--- src/design/psi_pkg.sv ---
// constants and types shared by the status indicator controller
package psi_pkg;
   // ==========================================================
   // timing
   localparam int CLK_MHZ       = 25;
   localparam int TICK_US       = 1000;
   localparam int TICK_CYCLES   = TICK_US * CLK_MHZ;
   localparam int BLINK_UNIT_MS = 10;
   localparam int STRETCH_MS    = 40;
   localparam int PRE_ONES      = 32;
   // ==========================================================
   // management frame fields
   localparam int         PINS      = 5;
   localparam int         PIN_LINK  = 3;
   localparam logic [4:0] DEVAD_PMA = 5'h01;
   localparam logic [1:0] OP_ADDR   = 2'h0;
   localparam logic [1:0] OP_WRITE  = 2'h1;
   localparam logic [1:0] OP_RINC   = 2'h2;
   localparam logic [1:0] OP_READ   = 2'h3;
   // ==========================================================
   // register offsets
   localparam logic [15:0] OFF_CTRL  = 16'hA83B;
   localparam logic [15:0] OFF_SRC   = 16'hA83C;
   localparam logic [15:0] OFF_SRC2  = 16'hA83D;
   localparam logic [15:0] OFF_MASK  [PINS] = '{16'hA831, 16'hA832, 16'hA833, 16'hA835, 16'hA836};
   localparam logic [15:0] OFF_MASK2 [PINS] = '{16'hA841, 16'hA842, 16'hA843, 16'hA844, 16'hA845};
   localparam logic [15:0] OFF_CFG   [PINS] = '{16'hA851, 16'hA852, 16'hA853, 16'hA854, 16'hA855};
   // ==========================================================
   // reset values and field layout
   localparam logic [14:0] CTRL_RST   = 15'h2452;
   localparam logic [14:0] CTRL_STRAP = 15'h4524;
   localparam logic [7:0]  MASK_RST  [PINS] = '{8'h08, 8'h10, 8'h06, 8'h40, 8'h80};
   localparam logic [5:0]  MASK2_RST [PINS] = '{6'h10, 6'h2C, 6'h00, 6'h00, 6'h0C};
   localparam logic [4:0]  CFG_RST   [PINS] = '{5'h03, 5'h03, 5'h13, 5'h03, 5'h03};
   localparam int          CTRL_W     = 3;
   localparam int          CTRL_OE    = 2;
   localparam int          CFG_STR    = 4;
   localparam int          SRC_ONE    = 5;
   localparam int          SRC_SPD_LO = 3;
   localparam int          SRC_SPD_HI = 4;
   localparam int          SRC2_TRAIN = 5;
   localparam logic [7:0]  SRC_ACT    = 8'h06;
   localparam logic [5:0]  SRC2_VIS   = 6'h0C;
   // ==========================================================
   // types
   typedef enum logic [1:0] {
      MODE_OFF = 2'h0, MODE_BLINK = 2'h1, MODE_STEADY = 2'h2, MODE_RSV = 2'h3
   } psi_mode_t;
   typedef enum logic [3:0] {
      ST_PRE = 4'h1, ST_HDR = 4'h2, ST_TA = 4'h4, ST_DATA = 4'h8
   } psi_mst_t;
endpackage

--- src/design/psi_chan_if.sv ---
// per-pin configuration and result between top and indicator channel
interface psi_chan_if import psi_pkg::*; ();
   logic       tick;
   psi_mode_t  mode;
   logic [3:0] cycle;
   logic       stretch_en;
   logic       act;
   logic       steady;
   logic       train;
   logic       lit;
   modport top  (output tick, mode, cycle, stretch_en, act, steady, train, input lit);
   modport chan (input tick, mode, cycle, stretch_en, act, steady, train, output lit);
endinterface

--- src/design/psi_ind_chan.sv ---
// one indicator channel: activity stretch, blink timing and mode select
module psi_ind_chan
   import psi_pkg::*;
(
   input wire logic  i_core_clk,
   input wire logic  i_rstn,
   psi_chan_if.chan  ch
);
   // ==========================================================
   // activity stretch
   logic [5:0] str_cnt_reg;
   logic       act_eff;
   assign act_eff = ch.act | (ch.stretch_en & (str_cnt_reg != 6'h0)); // [RULE20]

   always_ff @(posedge i_core_clk or negedge i_rstn) begin
      if (!i_rstn) str_cnt_reg <= 6'h0;
      else if (ch.act && ch.stretch_en) str_cnt_reg <= 6'(STRETCH_MS); // [RULE20]
      else if (ch.tick && str_cnt_reg != 6'h0) str_cnt_reg <= str_cnt_reg - 6'h1;
   end

   // ==========================================================
   // blink phase, half period of (cycle+1) units
   logic [3:0] unit_cnt_reg;
   logic [3:0] half_cnt_reg;
   logic       phase_reg;
   logic       unit_done;
   assign unit_done = ch.tick && (unit_cnt_reg == 4'(BLINK_UNIT_MS - 1));

   always_ff @(posedge i_core_clk or negedge i_rstn) begin
      if (!i_rstn) begin
         unit_cnt_reg <= 4'h0;
         half_cnt_reg <= 4'h0;
         phase_reg    <= 1'b0;
      end else begin
         if (unit_done) unit_cnt_reg <= 4'h0;
         else if (ch.tick) unit_cnt_reg <= unit_cnt_reg + 4'h1;
         if (unit_done && half_cnt_reg >= ch.cycle) begin // [RULE7]
            half_cnt_reg <= 4'h0;
            phase_reg    <= ~phase_reg;
         end else if (unit_done) half_cnt_reg <= half_cnt_reg + 4'h1;
      end
   end

   // ==========================================================
   // mode select
   logic sel;
   logic lit_next;
   assign sel = ch.steady | act_eff; // [RULE3]
   assign lit_next = (ch.mode == MODE_BLINK)  ? ((sel | ch.train) & phase_reg) : // [RULE7]
                     (ch.mode == MODE_STEADY) ? (sel | (ch.train & phase_reg)) : // [RULE8]
                     1'b0; // [RULE6]

   always_ff @(posedge i_core_clk or negedge i_rstn) begin
      if (!i_rstn) ch.lit <= 1'b0;
      else ch.lit <= lit_next;
   end

   // ==========================================================
   // checks
   AST_MODE_OFF: assert property (@(posedge i_core_clk) disable iff (!i_rstn) // [RULE6]
      (ch.mode == MODE_OFF) |=> !ch.lit) else $error("lit while mode off");
   AST_MASK_BLOCK: assert property (@(posedge i_core_clk) disable iff (!i_rstn) // [RULE2]
      (!ch.steady && !act_eff && !ch.train) |=> !ch.lit) else $error("lit with no source");
   AST_STEADY_ON: assert property (@(posedge i_core_clk) disable iff (!i_rstn) // [RULE8]
      (ch.mode == MODE_STEADY && ch.steady) |=> ch.lit) else $error("steady not lit");
   AST_STRETCH_HOLD: assert property (@(posedge i_core_clk) disable iff (!i_rstn) // [RULE20]
      (ch.act && ch.stretch_en) ##1 (!ch.act) [*3] |-> act_eff)
      else $error("stretch dropped early");
   AST_BLINK_GATE: assert property (@(posedge i_core_clk) disable iff (!i_rstn) // [RULE7]
      (ch.mode == MODE_BLINK && $past(ch.mode) == MODE_BLINK && ch.lit)
      |-> $past(phase_reg)) else $error("blink lit in dark phase");
endmodule

--- src/design/psi_top.sv ---
// status indicator controller with management frame register access
// Function
// [RULE1] five indicator pins, each configured independently by registers
// [RULE2] a source reaches a pin only where its mask bit is one
// [RULE3] several unmasked sources on one pin are ORed together
// [RULE4] live source register drives the pins through each pin's mask
// [RULE5] each pin has an active-low output enable bit
// [RULE6] mode 00 holds the indicator off
// [RULE7] mode 01 blinks while selected, period from four-bit cycle field
// [RULE8] mode 10 is steady on while selected; 11 is reserved
// [RULE9] source bit 1 is receive activity, bit 2 transmit activity
// [RULE10] software sets stretch enable on activity pins
// [RULE11] source bits 4:3 give 11 for gigabit, 10 for 100M link
// [RULE12] source bit 5 always reads one
// [RULE13] source bit 7 shows the 10G copper link up
// [RULE14] second source: bit 2 is 2.5G link, bit 3 is 5G link
// [RULE15] pin four mask starts at 0x0040 whatever the strap says
// [RULE16] software changes the control word by read-modify-write
// [RULE17] same registers govern the pins at every link rate
// [RULE18] strap low defaults at multi-gig rates: master, training, traffic, links
// [RULE19] strap low defaults at low speed: speed pair, traffic, link, pin5 unused
// [RULE20] stretcher holds activity a fixed tens of milliseconds after last pulse
// [RULE21] software frames use the port address and a 32-one preamble
module psi_top
   import psi_pkg::*;
#(
   parameter int P_TICK_CYCLES = TICK_CYCLES
)(
   input  wire logic        i_core_clk,
   input  wire logic        i_rstn,
   input  wire logic        i_mdc,
   input  wire logic        i_mdio,
   output logic             o_mdio,
   output logic             o_mdio_oe_n,
   input  wire logic [4:0]  i_prtad,
   input  wire logic        i_cfg_strap,
   input  wire logic        i_rx_activity,
   input  wire logic        i_tx_activity,
   input  wire logic        i_link_100m,
   input  wire logic        i_link_1g,
   input  wire logic        i_link_2p5g,
   input  wire logic        i_link_5g,
   input  wire logic        i_link_10g,
   input  wire logic        i_master,
   input  wire logic        i_training,
   output logic [PINS-1:0]  o_indicator_pin_n,
   output logic [PINS-1:0]  o_indicator_output_enable_n
);
   // ==========================================================
   // pin synchronisers and start-up capture
   logic       mdc_s1, mdc_s2, mdc_s3, mdio_s1, mdio_s2;
   logic       strap_s1, strap_s2;
   logic [4:0] prt_s1, prt_s2, port_reg;
   logic [1:0] init_cnt_reg;
   logic       init_done_reg;
   logic       init_load;
   logic       rise;
   assign init_load = !init_done_reg && (init_cnt_reg == 2'h3);
   assign rise      = mdc_s2 & ~mdc_s3;

   always_ff @(posedge i_core_clk or negedge i_rstn) begin
      if (!i_rstn) begin
         {mdc_s1, mdc_s2, mdc_s3, mdio_s1, mdio_s2} <= 5'h1F;
         {strap_s1, strap_s2} <= 2'h0;
         {prt_s1, prt_s2}     <= 10'h0;
      end else begin
         {mdc_s1, mdc_s2, mdc_s3} <= {i_mdc, mdc_s1, mdc_s2};
         {mdio_s1, mdio_s2}       <= {i_mdio, mdio_s1};
         {strap_s1, strap_s2}     <= {i_cfg_strap, strap_s1};
         {prt_s1, prt_s2}         <= {i_prtad, prt_s1};
      end
   end

   always_ff @(posedge i_core_clk or negedge i_rstn) begin
      if (!i_rstn) begin
         init_cnt_reg  <= 2'h0;
         init_done_reg <= 1'b0;
         port_reg      <= 5'h0;
      end else if (!init_done_reg) begin
         init_cnt_reg <= init_cnt_reg + 2'h1;
         if (init_load) begin
            init_done_reg <= 1'b1;
            port_reg      <= prt_s2;
         end
      end
   end

   // ==========================================================
   // millisecond tick
   logic [15:0] tick_cnt_reg;
   logic        tick_reg;
   always_ff @(posedge i_core_clk or negedge i_rstn) begin
      if (!i_rstn) begin
         tick_cnt_reg <= 16'h0;
         tick_reg     <= 1'b0;
      end else begin
         tick_reg     <= (tick_cnt_reg == 16'(P_TICK_CYCLES - 1));
         tick_cnt_reg <= (tick_cnt_reg == 16'(P_TICK_CYCLES - 1)) ? 16'h0 : tick_cnt_reg + 16'h1;
      end
   end

   // ==========================================================
   // live status sources
   logic [7:0] src_reg;
   logic [5:0] src2_reg;
   logic       mg_link, any_link;
   assign mg_link  = i_link_10g | i_link_5g | i_link_2p5g;
   assign any_link = mg_link | i_link_1g | i_link_100m;

   always_ff @(posedge i_core_clk or negedge i_rstn) begin
      if (!i_rstn) begin
         src_reg  <= 8'h20;
         src2_reg <= 6'h0;
      end else begin
         src_reg  <= {i_link_10g, any_link, 1'b1, // [RULE13] [RULE12] [RULE15]
                      i_link_1g | i_link_100m, i_link_1g, // [RULE11]
                      i_tx_activity, i_rx_activity, 1'b0}; // [RULE9]
         src2_reg <= {i_training, i_master & mg_link, // [RULE18]
                      i_link_5g, i_link_2p5g, 2'h0}; // [RULE14]
      end
   end

   // ==========================================================
   // management frame receiver
   psi_mst_t    state_reg;
   logic [5:0]  ones_reg;
   logic [4:0]  cnt_reg;
   logic [13:0] hdr_reg;
   logic [15:0] dat_reg, rd_reg, addr_reg;
   logic [1:0]  op_reg;
   logic        hit_reg;
   logic [13:0] hdr_next;
   logic [15:0] dat_next, rd_data;
   logic        is_rd, wr_fire, rd_load;
   assign hdr_next = {hdr_reg[12:0], mdio_s2};
   assign dat_next = {dat_reg[14:0], mdio_s2};
   assign is_rd    = hit_reg && op_reg[1];
   assign rd_load  = rise && state_reg == ST_TA && cnt_reg == 5'h1 && is_rd;
   assign wr_fire  = rise && state_reg == ST_DATA && cnt_reg == 5'hF && hit_reg
                     && op_reg == OP_WRITE;

   function automatic logic at(input logic [15:0] off);
      return addr_reg == off;
   endfunction

   always_ff @(posedge i_core_clk or negedge i_rstn) begin
      if (!i_rstn) begin
         state_reg <= ST_PRE;
         {ones_reg, cnt_reg, hdr_reg, dat_reg, op_reg, hit_reg} <= 44'h0;
      end else if (rise && init_done_reg) begin
         case (state_reg)
            ST_PRE: begin
               if (mdio_s2) ones_reg <= (ones_reg == 6'(PRE_ONES)) ? ones_reg : ones_reg + 6'h1;
               else if (ones_reg == 6'(PRE_ONES)) begin // [RULE21]
                  state_reg <= ST_HDR;
                  hdr_reg   <= hdr_next;
                  cnt_reg   <= 5'h1;
               end else ones_reg <= 6'h0;
            end
            ST_HDR: begin
               hdr_reg <= hdr_next;
               cnt_reg <= cnt_reg + 5'h1;
               if (cnt_reg == 5'hD) begin
                  state_reg <= (hdr_next[13:12] == 2'h0) ? ST_TA : ST_PRE;
                  ones_reg  <= 6'h0;
                  cnt_reg   <= 5'h0;
                  op_reg    <= hdr_next[11:10];
                  hit_reg   <= hdr_next[9:5] == port_reg && hdr_next[4:0] == DEVAD_PMA;
               end
            end
            ST_TA: begin
               cnt_reg <= cnt_reg + 5'h1;
               if (cnt_reg == 5'h1) begin
                  state_reg <= ST_DATA;
                  cnt_reg   <= 5'h0;
               end
            end
            ST_DATA: begin
               dat_reg <= dat_next;
               cnt_reg <= cnt_reg + 5'h1;
               if (cnt_reg == 5'hF) state_reg <= ST_PRE;
            end
            default: state_reg <= ST_PRE;
         endcase
      end
   end

   // address pointer and read shifter
   always_ff @(posedge i_core_clk or negedge i_rstn) begin
      if (!i_rstn) begin
         addr_reg    <= 16'h0;
         rd_reg      <= 16'h0;
         o_mdio      <= 1'b1;
         o_mdio_oe_n <= 1'b1;
      end else if (rise) begin
         if (state_reg == ST_TA && cnt_reg == 5'h0 && is_rd) begin
            o_mdio      <= 1'b0;
            o_mdio_oe_n <= 1'b0;
         end else if (rd_load) begin
            o_mdio <= rd_data[15];
            rd_reg <= {rd_data[14:0], 1'b0};
         end else if (state_reg == ST_DATA && cnt_reg == 5'hF) begin
            o_mdio      <= 1'b1;
            o_mdio_oe_n <= 1'b1;
            if (hit_reg && op_reg == OP_ADDR) addr_reg <= dat_next;
            if (hit_reg && op_reg == OP_RINC) addr_reg <= addr_reg + 16'h1;
         end else if (state_reg == ST_DATA && is_rd) begin
            o_mdio <= rd_reg[15];
            rd_reg <= {rd_reg[14:0], 1'b0};
         end
      end
   end

   // ==========================================================
   // register file
   logic [14:0] ctrl_reg;
   logic [7:0]  mask_reg  [PINS];
   logic [5:0]  mask2_reg [PINS];
   logic [4:0]  cfg_reg   [PINS];

   always_ff @(posedge i_core_clk or negedge i_rstn) begin
      if (!i_rstn) ctrl_reg <= CTRL_RST; // [RULE18] [RULE19]
      else if (init_load && strap_s2) ctrl_reg <= CTRL_STRAP; // [RULE15]
      else if (wr_fire && at(OFF_CTRL)) ctrl_reg <= dat_next[14:0];
   end

   always_comb begin
      rd_data = 16'h0;
      if (at(OFF_CTRL)) rd_data = {1'b0, ctrl_reg};
      if (at(OFF_SRC)) rd_data = {8'h0, src_reg}; // [RULE4]
      if (at(OFF_SRC2)) rd_data = {10'h0, src2_reg & SRC2_VIS}; // [RULE14]
      for (int k = 0; k < PINS; k++) begin
         if (at(OFF_MASK[k])) rd_data = {8'h0, mask_reg[k]};
         if (at(OFF_MASK2[k])) rd_data = {10'h0, mask2_reg[k]};
         if (at(OFF_CFG[k])) rd_data = {11'h0, cfg_reg[k]};
      end
   end

   // ==========================================================
   // per-pin channels, one per indicator pin
   psi_chan_if ch_if [PINS] ();

   for (genvar k = 0; k < PINS; k++) begin : g_pin // [RULE1] [RULE17]
      logic strap_clr;
      assign strap_clr = init_load && strap_s2 && (k != PIN_LINK); // [RULE15]

      always_ff @(posedge i_core_clk or negedge i_rstn) begin
         if (!i_rstn) begin
            mask_reg[k]  <= MASK_RST[k]; // [RULE18] [RULE19]
            mask2_reg[k] <= MASK2_RST[k];
            cfg_reg[k]   <= CFG_RST[k];
         end else if (strap_clr) begin
            mask_reg[k]  <= 8'h0;
            mask2_reg[k] <= 6'h0;
         end else if (wr_fire) begin
            if (at(OFF_MASK[k])) mask_reg[k] <= dat_next[7:0];
            if (at(OFF_MASK2[k])) mask2_reg[k] <= dat_next[5:0];
            if (at(OFF_CFG[k])) cfg_reg[k] <= dat_next[4:0];
         end
      end

      assign ch_if[k].tick       = tick_reg;
      assign ch_if[k].mode       = psi_mode_t'(ctrl_reg[k*CTRL_W +: 2]);
      assign ch_if[k].cycle      = cfg_reg[k][3:0];
      assign ch_if[k].stretch_en = cfg_reg[k][CFG_STR];
      assign ch_if[k].act        = |(mask_reg[k] & src_reg & SRC_ACT); // [RULE2] [RULE9]
      assign ch_if[k].steady     = |(mask_reg[k] & src_reg & ~SRC_ACT) // [RULE3] [RULE4]
                                   | |(mask2_reg[k][4:0] & src2_reg[4:0]);
      assign ch_if[k].train      = mask2_reg[k][SRC2_TRAIN] & src2_reg[SRC2_TRAIN];

      psi_ind_chan u_chan (
         .i_core_clk (i_core_clk),
         .i_rstn     (i_rstn),
         .ch         (ch_if[k])
      );

      always_ff @(posedge i_core_clk or negedge i_rstn) begin
         if (!i_rstn) begin
            o_indicator_pin_n[k]           <= 1'b1;
            o_indicator_output_enable_n[k] <= 1'b1;
         end else begin
            o_indicator_pin_n[k]           <= ~ch_if[k].lit;
            o_indicator_output_enable_n[k] <= ctrl_reg[k*CTRL_W + CTRL_OE]; // [RULE5]
         end
      end

      AST_OE_MAP: assert property (@(posedge i_core_clk) disable iff (!i_rstn) // [RULE5]
         (ctrl_reg[k*CTRL_W + CTRL_OE] == 1'b0) [*2] |-> !o_indicator_output_enable_n[k])
         else $error("output enable not following control bit");
      AST_PIN_LIT: assert property (@(posedge i_core_clk) disable iff (!i_rstn) // [RULE3]
         ch_if[k].lit |=> !o_indicator_pin_n[k]) else $error("pin not lit");
   end

   // ==========================================================
   // checks
   AST_PIN4_INIT: assert property (@(posedge i_core_clk) disable iff (!i_rstn) // [RULE15]
      $rose(init_done_reg) |-> mask_reg[PIN_LINK] == MASK_RST[PIN_LINK]
         && ctrl_reg[PIN_LINK*CTRL_W +: CTRL_W] == CTRL_RST[PIN_LINK*CTRL_W +: CTRL_W])
      else $error("pin four mask not at link default");
   AST_SPEED_CODE: assert property (@(posedge i_core_clk) disable iff (!i_rstn) // [RULE11]
      (i_link_100m && !i_link_1g) |=> src_reg[SRC_SPD_HI:SRC_SPD_LO] == 2'h2)
      else $error("100M speed code wrong");
   AST_ALWAYS_ONE: assert property (@(posedge i_core_clk) disable iff (!i_rstn) // [RULE12]
      (rd_load && at(OFF_SRC)) |-> rd_data[SRC_ONE]) else $error("constant source low");
endmodule

--- config.mk ---
export PLATFORM = sky130hd
export DESIGN_NAME = psi_top
export DESIGN_NICKNAME = d
export VERILOG_FILES = /design/src/design/psi_pkg.sv /design/src/design/psi_chan_if.sv /design/src/design/psi_ind_chan.sv /design/src/design/psi_top.sv
export SDC_FILE = /design/constraint.sdc
export NUM_CORES = 1
export LEC_CHECK = 0
export ABC_AREA = 1
export BUFFER_PORTS_ARGS = -buffer_cell sky130_fd_sc_hd__buf_2
export CELL_PAD_IN_SITES_DETAIL_PLACEMENT = 0
export CELL_PAD_IN_SITES_GLOBAL_PLACEMENT = 1
export CORE_MARGIN = 3
export CORE_UTILIZATION = 52
export DETAILED_ROUTE_END_ITERATION = 7
export GPL_ROUTABILITY_DRIVEN = 0
export PLACE_DENSITY_LB_ADDON = 0.1
export SYNTH_ARGS = -nofsm -noshare
export SYNTH_HDL_FRONTEND = slang
export SYNTH_SLANG_ARGS = --single-unit
--- constraint.sdc ---
create_clock -name i_core_clk -period 5.4 [get_ports i_core_clk]
set_clock_uncertainty 0.05 [all_clocks]
set_input_delay 0.27 -clock i_core_clk [delete_from_list [all_inputs] [get_ports i_core_clk]]
set_output_delay 0.27 -clock i_core_clk [all_outputs]
set_load 0.05 [all_outputs]
==> run metrics, run 1 <==
launch instance of the worst register-to-register path=cnt_reg[0]$_DFFE_PN0P_; end point of the critical path=cfg_reg[24]$_DFFE_PN0P_; clock slew at reported path FFs=0.06 ns; nature of the critical path startpoint=flip-flop; Netlist cell types=60; total global routing track utilization=25.0%; setup TNS after final layout=0 ns; number of violations of the max-capacitance limit=0; CP Capture Type=flip-flop; sequential area share after synthesis=51.4%; setup repair after global routing missed its margin=no; routed vias/inst=5.53; hold violation total from the final report=0; area of the die=33,400 sq um; max reg flops=40; width of the die=183 microns; number of buffers and inverters on the critical path=2; yosys warns=0; Max Buffers Root-to-Sink=3; Critical Path Most Common Cell=sky130_fd_sc_hd__nand2_2; number of top-level design ports=31; syn_area_per_cell=8.58 sq um; post-route minimum period=3.15 ns; number of clock sinks=331; post-layout total power=5600 uW; first-pass GRT wire length=67,700 microns; number of core rows=64; Detailed Routing Iterations Pass 1=5; number of nets produced by synthesis=1,967; crit path kind=flip-flop to flip-flop; half-perimeter wire length after detailed placement=28,900 microns; Residual DRC=0; Worst R2R Path Depth=13; total number of vias=13,100; Worst IR Drop VDD=0.000269 V; data required time at the worst endpoint=5.71 ns; instance count of the mapped netlist=1,892; Final nets=2,029; slowest cell delay on critical path=0.71 ns; Ant. Diodes=0; Resize count post-CTS=0; status=finished clean; DRT antenna net count=0; Power Dens Cells=308 nW/um^2; actual slew at the worst max-slew pin=1.01 ns; area growth from synthesis to layout=12.0%; via count of the first global-routing pass=12,900; #FFs+latches synth=331; count of endpoints failing setup in the final report=0; cell with the biggest individual delay on the critical path=sky130_fd_sc_hd__nor4_4; data arrival time at the worst-slack endpoint=3.46 ns; area of the core=30,700 sq um; flop-to-flop setup slack=2.25 ns; final critical-path share of the clock period=58.3%; number of port buffers=30; Hold Crit Start=g_pin[3].u_chan.ch.lit$_DFF_PN0_; average wire per cell in the routed design=17.4 microns; kind of cell adding the most delay to the critical path=simple AND/OR/NAND/NOR gates; critical path, cell by cell=ha_1 > nand2_1 > nor2_1 > ha_1 > nand2_2 > inv_2 > nand2_2 > nor4_4 > inv_1 > nor2_4 > nand2_2 > nand2_1 > o21ai_0; DRT iter0 DRCs=944; proportion of layout cells with a drive suffix above 1=9.30%; starting density of the core=52.9%; Clock Latency Late Sink=0.52 ns; clock tree from TritonCTS=built; Die Y=183 microns; maximum operating frequency=318 MHz; Slew headroom=32.7%; cell at the root of the clock tree=sky130_fd_sc_hd__clkbuf_16; static leakage power=0.00829 uW; number of buffers inserted to repair setup after CTS=0; sum of routed wire length over all layers=41,300 microns; CTS buffer count=37; max-slew violation total from the final report=0; share of async-settable or async-resettable flops after synthesis=100%; pin count of the biggest net entering global routing=127; dominant synthesized flop cell=sky130_fd_sc_hd__dfrtp_1; number of antenna violations at the first check in global routing=0; path class of the lowest-slack min-delay path=flip-flop to flip-flop; number of flops mapped to enable cells by yosys=0; Crit. path cell count=13; highest net fanout along the worst path=13; Post-Synthesis Cell Area=16,200 sq um; fill cell total of the finished layout=2,787; reg-to-reg endpoint=cfg_reg[24]$_DFFE_PN0P_; Worst Setup SP=cnt_reg[0]$_DFFE_PN0P_; GR Overflow Total=0; CTS H-tree lvls=2
where the power goes:
part	internal [uW]	switching (uW)	total, uW
logic	127	335	462
registers	2580	80.1	2660
clock network	1480	1000	2480
synthesized netlist by cell type, types with 3 or more instances:
cell                        count  share of area, %
sky130_fd_sc_hd__a211oi_1       4              0.19
sky130_fd_sc_hd__a21boi_0       5              0.23
sky130_fd_sc_hd__a21oi_1      116               3.6
sky130_fd_sc_hd__a221oi_1      16              0.86
sky130_fd_sc_hd__a22o_1         3              0.16
sky130_fd_sc_hd__a22oi_1       10              0.46
sky130_fd_sc_hd__a2bb2oi_1      4              0.22
sky130_fd_sc_hd__a31oi_1        5              0.19
sky130_fd_sc_hd__a41oi_1        4              0.22
sky130_fd_sc_hd__buf_1          3             0.069
sky130_fd_sc_hd__clkbuf_1      24              0.56
sky130_fd_sc_hd__clkinv_1       4             0.092
sky130_fd_sc_hd__dfrtp_1      285                44
sky130_fd_sc_hd__dfstp_2       46               7.4
sky130_fd_sc_hd__ha_1          56               4.3
sky130_fd_sc_hd__inv_1        247               5.7
sky130_fd_sc_hd__inv_2         11              0.25
sky130_fd_sc_hd__nand2_1      403               9.3
sky130_fd_sc_hd__nand2_2        9              0.35
sky130_fd_sc_hd__nand3_1       69               2.1
sky130_fd_sc_hd__nand3b_1       4              0.19
sky130_fd_sc_hd__nand4_1       37               1.4
sky130_fd_sc_hd__nor2_1       124               2.9
sky130_fd_sc_hd__nor2_4         5              0.35
sky130_fd_sc_hd__nor3_1        32              0.99
sky130_fd_sc_hd__nor3_2         6              0.37
sky130_fd_sc_hd__nor3_4         3              0.30
sky130_fd_sc_hd__nor4_1        11              0.42
sky130_fd_sc_hd__o211ai_1      11              0.51
sky130_fd_sc_hd__o21a_1         7              0.32
sky130_fd_sc_hd__o21ai_0      237               7.3
sky130_fd_sc_hd__o21ai_1        6              0.19
sky130_fd_sc_hd__o221ai_1       3              0.16
sky130_fd_sc_hd__o22ai_1       14              0.54
sky130_fd_sc_hd__o31ai_1        4              0.19
sky130_fd_sc_hd__o32ai_1        3              0.16
sky130_fd_sc_hd__or2_2          3              0.12
sky130_fd_sc_hd__xnor2_1        8              0.43
sky130_fd_sc_hd__xor2_1        18              0.97
cell type report:
type,instances,area [sq um],share of cell area [%]
Inverter,263,988,5.44
Multi-Input combinational cell,1267,6780,37.3
Clock buffer,54,1040,5.72
Tap cell,396,495,2.73
Sequential cell,331,8340,45.9
Timing Repair Buffer,54,398,2.19
Clock inverter,10,136,0.750
kinds of logic (layout without fill, tap and decap cells):
kind of cell	after synthesis	count (layout)	synth area share, %
and+or+nand+nor	718	718	19.7
AOI/OAI and AO/OA	466	466	16.3
xor gates and xnor gates	26	26	1.40
adders and majority gates	56	56	4.32
DFF	331	331	51.4
muxes	1	1	0.0694
buffers and inverters	294	381	6.87
worst min-delay path by stage:
stage,to,slack [ns],cells after the start
final,o_indicator_pin_n[3]$_DFF_PN1_,0.30,1
after floorplan,addr_reg[0]$_DFFE_PN0P_,-0.08,0
after CTS,o_indicator_pin_n[0]$_DFF_PN1_,0.30,1
after global placement,strap_s2$_DFF_PN0_,0.28,0
after global routing,prt_s2[1]$_DFF_PN0_,0.31,0
after detailed placement,prt_s2[4]$_DFF_PN0_,0.29,0
per-stage QoR:
step                      setup WS, ns  utilization (%)  hold WS (ns)  instance area [sq um]  cells
after CTS                         2.32             59.3         0.299                  18200   2375
after global routing              1.99             59.3         0.306                  18200   2375
final                             2.25             59.3         0.295                  18200   2375
after detailed placement          2.35             54.8         0.286                  16800   2293
after global placement            2.45             54.8         0.282                  16800   2293
after floorplan                   3.07                -       -0.0756                  16200   1892
cell usage in the layout, fill, tap and decap left out, types with 32 or more instances in the layout:
master	n
sky130_fd_sc_hd__nand2_1	403
sky130_fd_sc_hd__nand4_1	37
sky130_fd_sc_hd__a21oi_1	116
sky130_fd_sc_hd__clkbuf_16	37
sky130_fd_sc_hd__dfstp_2	46
sky130_fd_sc_hd__dfrtp_1	285
sky130_fd_sc_hd__nand3_1	69
sky130_fd_sc_hd__nor2_1	124
sky130_fd_sc_hd__ha_1	56
sky130_fd_sc_hd__inv_1	247
sky130_fd_sc_hd__o21ai_0	237
sky130_fd_sc_hd__nor3_1	32
worst register-to-register path, delay by kind of cell, from the launching register on:
kind,cells,cell delay [ns]
buffers and inverters,2,0.37
and+or+nand+nor,8,1.68
adders and majority gates,2,0.39
AOI/OAI and AO/OA,1,0.08
DFF,1,0.41
routing by layer:
metal / up-vias / track usage [%] / share of wire [%]
met4: 0 / 7.56 / 2.9
met3: 83 / 4.15 / 5.2
met2: 329 / 40.2 / 46
met5: - / 0 / 0
li1: 6463 / - / -
met1: 6256 / 35.1 / 46
timing repair:
item,CTS,global route
hold endpoints to repair,100,0
hold buffers,18,0
setup endpoints to repair,0,0
Power figures use the tool's default switching activity.
==> inputs of run 2 (changes only) <==
- ABC_AREA: 1 -> 0
- CORE_UTILIZATION: 52 -> 50
- clock period: 5.4 -> 3 ns (I/O delays scaled with it)
==> run 2 against run 1 <==
  * Fmax rose by 9.6%
  * Register-to-register slack got worse by 2.1 ns
  * Die area grew 8.1%
  * Sequential power is 79% higher
  * Largest power group is now the clock network
  * Sequential share of layout area down 3.1 points
  * Combinational power grew 38%
  * Sequential cell count did not move
  * Synthesized cell count down 11%
  * Via count grew 1.8%
  * Total power rose by 86%
  * Final cell count is 5.6% lower
  * Critical path depth fell by 3
==> run metrics, run 2 <==
number of nets produced by synthesis=1,761 (was 1,967); Synth top area share=42.2% (was 43.9%); area of the core=32,900 sq um (was 30,700 sq um); maximum operating frequency=348 MHz (was 318 MHz); average wire per cell in the routed design=20.3 microns (was 17.4 microns); share of async-settable or async-resettable flops after synthesis=100% (unchanged); minimum setup slack after placement=-0.0719 ns (was 2.35 ns); placed cell count=2,153 (was 2,293); proportion of layout cells with a drive suffix above 1=19.1% (was 9.30%); sequential area share after synthesis=49.3% (was 51.4%); CP Capture Type=flip-flop (unchanged); area of the die=36,100 sq um (was 33,400 sq um); DRT antenna net count=0 (unchanged); status=finished clean (unchanged); final critical-path share of the clock period=95.8% (was 58.3%); crit path kind=flip-flop to flip-flop (unchanged); max-slew violation total from the final report=0 (unchanged); Ant. Diodes=0 (unchanged); half-perimeter wire length after detailed placement=32,300 microns (was 28,900 microns); max reg flops=40 (unchanged); routed vias/inst=5.96 (was 5.53); clock tree from TritonCTS=built (unchanged); number of violations of the max-capacitance limit=0 (unchanged); data arrival time at the worst-slack endpoint=3.22 ns (was 3.46 ns); Die Y=190 microns (was 183 microns); leading post-synthesis cells by cell area=sky130_fd_sc_hd__dfrtp_1, sky130_fd_sc_hd__dfstp_2, sky130_fd_sc_hd__mux2_2 (was sky130_fd_sc_hd__dfrtp_1, sky130_fd_sc_hd__nand2_1, sky130_fd_sc_hd__dfstp_2); final setup slack of the worst path=0.126 ns (was 2.25 ns); highest net fanout along the worst path=11 (was 13); Netlist cell types=86 (was 60); total number of vias=13,400 (was 13,100); Clock Latency Late Sink=0.53 ns (was 0.52 ns); data required time at the worst endpoint=3.34 ns (was 5.71 ns); starting density of the core=51.3% (was 52.9%); most frequent cells after synthesis=sky130_fd_sc_hd__dfrtp_1, sky130_fd_sc_hd__nand2_1, sky130_fd_sc_hd__nor2_1 (was sky130_fd_sc_hd__nand2_1, sky130_fd_sc_hd__dfrtp_1, sky130_fd_sc_hd__inv_1); CTS buffer count=37 (unchanged); first-pass GRT wire length=72,900 microns (was 67,700 microns); yosys warns=0 (unchanged); setup repair after global routing missed its margin=yes (was no); nature of the critical path startpoint=flip-flop (unchanged); most frequent cell after synthesis=sky130_fd_sc_hd__dfrtp_1 (was sky130_fd_sc_hd__nand2_1); Slew headroom=29.9% (was 32.7%); Detail Route met2 WL=20,300 microns (was 18,900 microns); number of top-level design ports=31 (unchanged); detailed-routing wirelength on met1=20,500 microns (was 19,000 microns); dominant synthesized flop cell=sky130_fd_sc_hd__dfrtp_1 (unchanged); post-route minimum period=2.87 ns (was 3.15 ns); clock slew at reported path FFs=0.06 ns (about the same); cell taking the most area after synthesis=sky130_fd_sc_hd__dfrtp_1 (unchanged); number of antenna violations at the first check in global routing=0 (unchanged); number of clock sinks=331 (unchanged); width of the die=190 microns (was 183 microns); Top Metal Used=met4 (unchanged); most common library cell in the layout ignoring fill and taps=sky130_fd_sc_hd__dfrtp_1 (was sky130_fd_sc_hd__nand2_1); Residual DRC=0 (unchanged); Worst IR Drop VDD=0.000429 V (was 0.000269 V); Final nets=1,846 (was 2,029); number of flops mapped to enable cells by yosys=0 (unchanged); actual slew at the worst max-slew pin=1.05 ns (was 1.01 ns); static leakage power=0.00849 uW (was 0.00829 uW); Max Buffers Root-to-Sink=3 (unchanged); Post-Synthesis Cell Area=16,900 sq um (was 16,200 sq um); Detailed Routing Iterations Pass 1=8 (was 5); instance count of the mapped netlist=1,686 (was 1,892); Power Dens Cells=534 nW/um^2 (was 308 nW/um^2); sum of routed wire length over all layers=45,600 microns (was 41,300 microns); via count of the first global-routing pass=12,900 (about the same); most frequent cells in the layout=sky130_fd_sc_hd__dfrtp_1, sky130_fd_sc_hd__nand2_1, sky130_fd_sc_hd__nor2_1 (was sky130_fd_sc_hd__nand2_1, sky130_fd_sc_hd__dfrtp_1, sky130_fd_sc_hd__inv_1); DR WL met3=2790 microns (was 2140 microns); post-layout total power=10,400 uW (was 5600 uW); pin count of the biggest net entering global routing=77 (was 127); DRT iter0 DRCs=1,134 (was 944); GR Overflow Total=0 (unchanged); #FFs+latches synth=331 (unchanged); syn_area_per_cell=10.0 sq um (was 8.58 sq um); Post-Layout Cell Count=2,242 (was 2,375); total global routing track utilization=25.5% (was 25.0%); hold violation total from the final report=0 (unchanged); count of endpoints failing setup in the final report=0 (unchanged); area growth from synthesis to layout=15.4% (was 12.0%); CTS H-tree lvls=2 (unchanged); number of port buffers=30 (unchanged); number of core rows=66 (was 64); cell at the root of the clock tree=sky130_fd_sc_hd__clkbuf_16 (unchanged); path class of the lowest-slack min-delay path=input port to asynchronous set/reset pin (was flip-flop to flip-flop)
run 2: cell types whose count changed after synthesis, moves of 24 or more:
cell and delta:
sky130_fd_sc_hd__inv_1 -191, sky130_fd_sc_hd__nand2_1 -187, sky130_fd_sc_hd__o21ai_0 -125, sky130_fd_sc_hd__mux2_2 +82, sky130_fd_sc_hd__clkbuf_1 +35, sky130_fd_sc_hd__mux2i_1 +35
sky130_fd_sc_hd__nor2_1 +32, sky130_fd_sc_hd__a21oi_1 -29, sky130_fd_sc_hd__nand3_1 -24
run 2: path summary, 6_finish.rpt:
| path | startpoint | cells past startpoint | to | slack, ns |
|---|---|---|---|---|
| max | addr_reg[1]$_DFFE_PN0P_ | 10 | rd_reg[4]$_DFFE_PN0P_ | 0.13 |
| min | i_rstn | 2 | dat_reg[7]$_DFFE_PN0P_ | 0.15 |
| max reg2reg | addr_reg[1]$_DFFE_PN0P_ | 10 | rd_reg[4]$_DFFE_PN0P_ | 0.13 |
| min reg2reg | prt_s1[2]$_DFF_PN0_ | 0 | prt_s2[2]$_DFF_PN0_ | 0.30 |
| max in group asynchronous | i_rstn | 3 | o_indicator_pin_n[1]$_DFF_PN1_ | 1.79 |
| min in group i_core_clk | i_prtad[4] | 2 | prt_s1[4]$_DFF_PN0_ | 0.22 |
run 2: critical path: stages (launching register included):
cell,delay [ns]
sky130_fd_sc_hd__dfrtp_1,0.44
sky130_fd_sc_hd__inv_1,0.13
sky130_fd_sc_hd__ha_1,0.18
sky130_fd_sc_hd__buf_4,0.18
sky130_fd_sc_hd__nand3b_1,0.29
sky130_fd_sc_hd__or3_1,0.41
sky130_fd_sc_hd__o221ai_1,0.20
sky130_fd_sc_hd__a221oi_1,0.13
sky130_fd_sc_hd__and2_1,0.18
sky130_fd_sc_hd__a221oi_1,0.47
sky130_fd_sc_hd__nor3_1,0.08
run 2: kinds of logic after synthesis:
logic type / synth area share [%]
buf+inv: 3.20
mux: 7.60
compound gates: 13.9
flops: 49.3
xor+xnor: 2.90
simple gates: 19.0
fa+ha+maj: 4.14
run 2: repair_timing:
item                                   4_1_cts  5_1_grt
pin swaps                                    1        0
setup endpoints to repair                    2       23
buffers inserted                             3        0
endpoints found under the hold margin       87        0
gates resized for setup                      1        9
hold buffers                                18        0
run 2: metrics by stage:
| step | cell area [sq um] | TNS [ns] | hold WS [ns] | utilization, % |
|---|---|---|---|---|
| detailed placement | 17900 | -0.0719 | 0.129 | 54.3 |
| finish | 19500 | 0 | 0.153 | 59.2 |
| CTS | 19500 | 0 | 0.178 | 59.1 |
| floorplan | 16900 | 0 | -0.196 | - |
| global placement | 17900 | -0.0528 | 0.129 | 54.3 |
| global route | 19500 | -0.00427 | 0.197 | 59.2 |
run 2: power breakdown:
group / internal, uW / switching (uW) / leakage, uW / total (uW)
registers: 4590 / 172 / 0.00436 / 4760
clock network: 3180 / 1840 / 0.000673 / 5020
logic: 271 / 368 / 0.00346 / 639
run 2: area by class of cell:
| class | count | area (sq um) |
|---|---|---|
| clock buffer | 53 | 1110 |
| clock inverter | 15 | 260 |
| fill | 2838 | 13400 |
| inverter | 56 | 210 |
| multi-input combinational | 1221 | 8080 |
| sequential | 331 | 8340 |
| tap | 442 | 553 |
| timing repair buffer | 124 | 961 |
run 2: metal layers:
layer  vias up  track usage, %
met3       136            3.69
met4         0            9.38
li1       6210               -
met5         -               0
met2       429            39.8
met1      6596            36.4
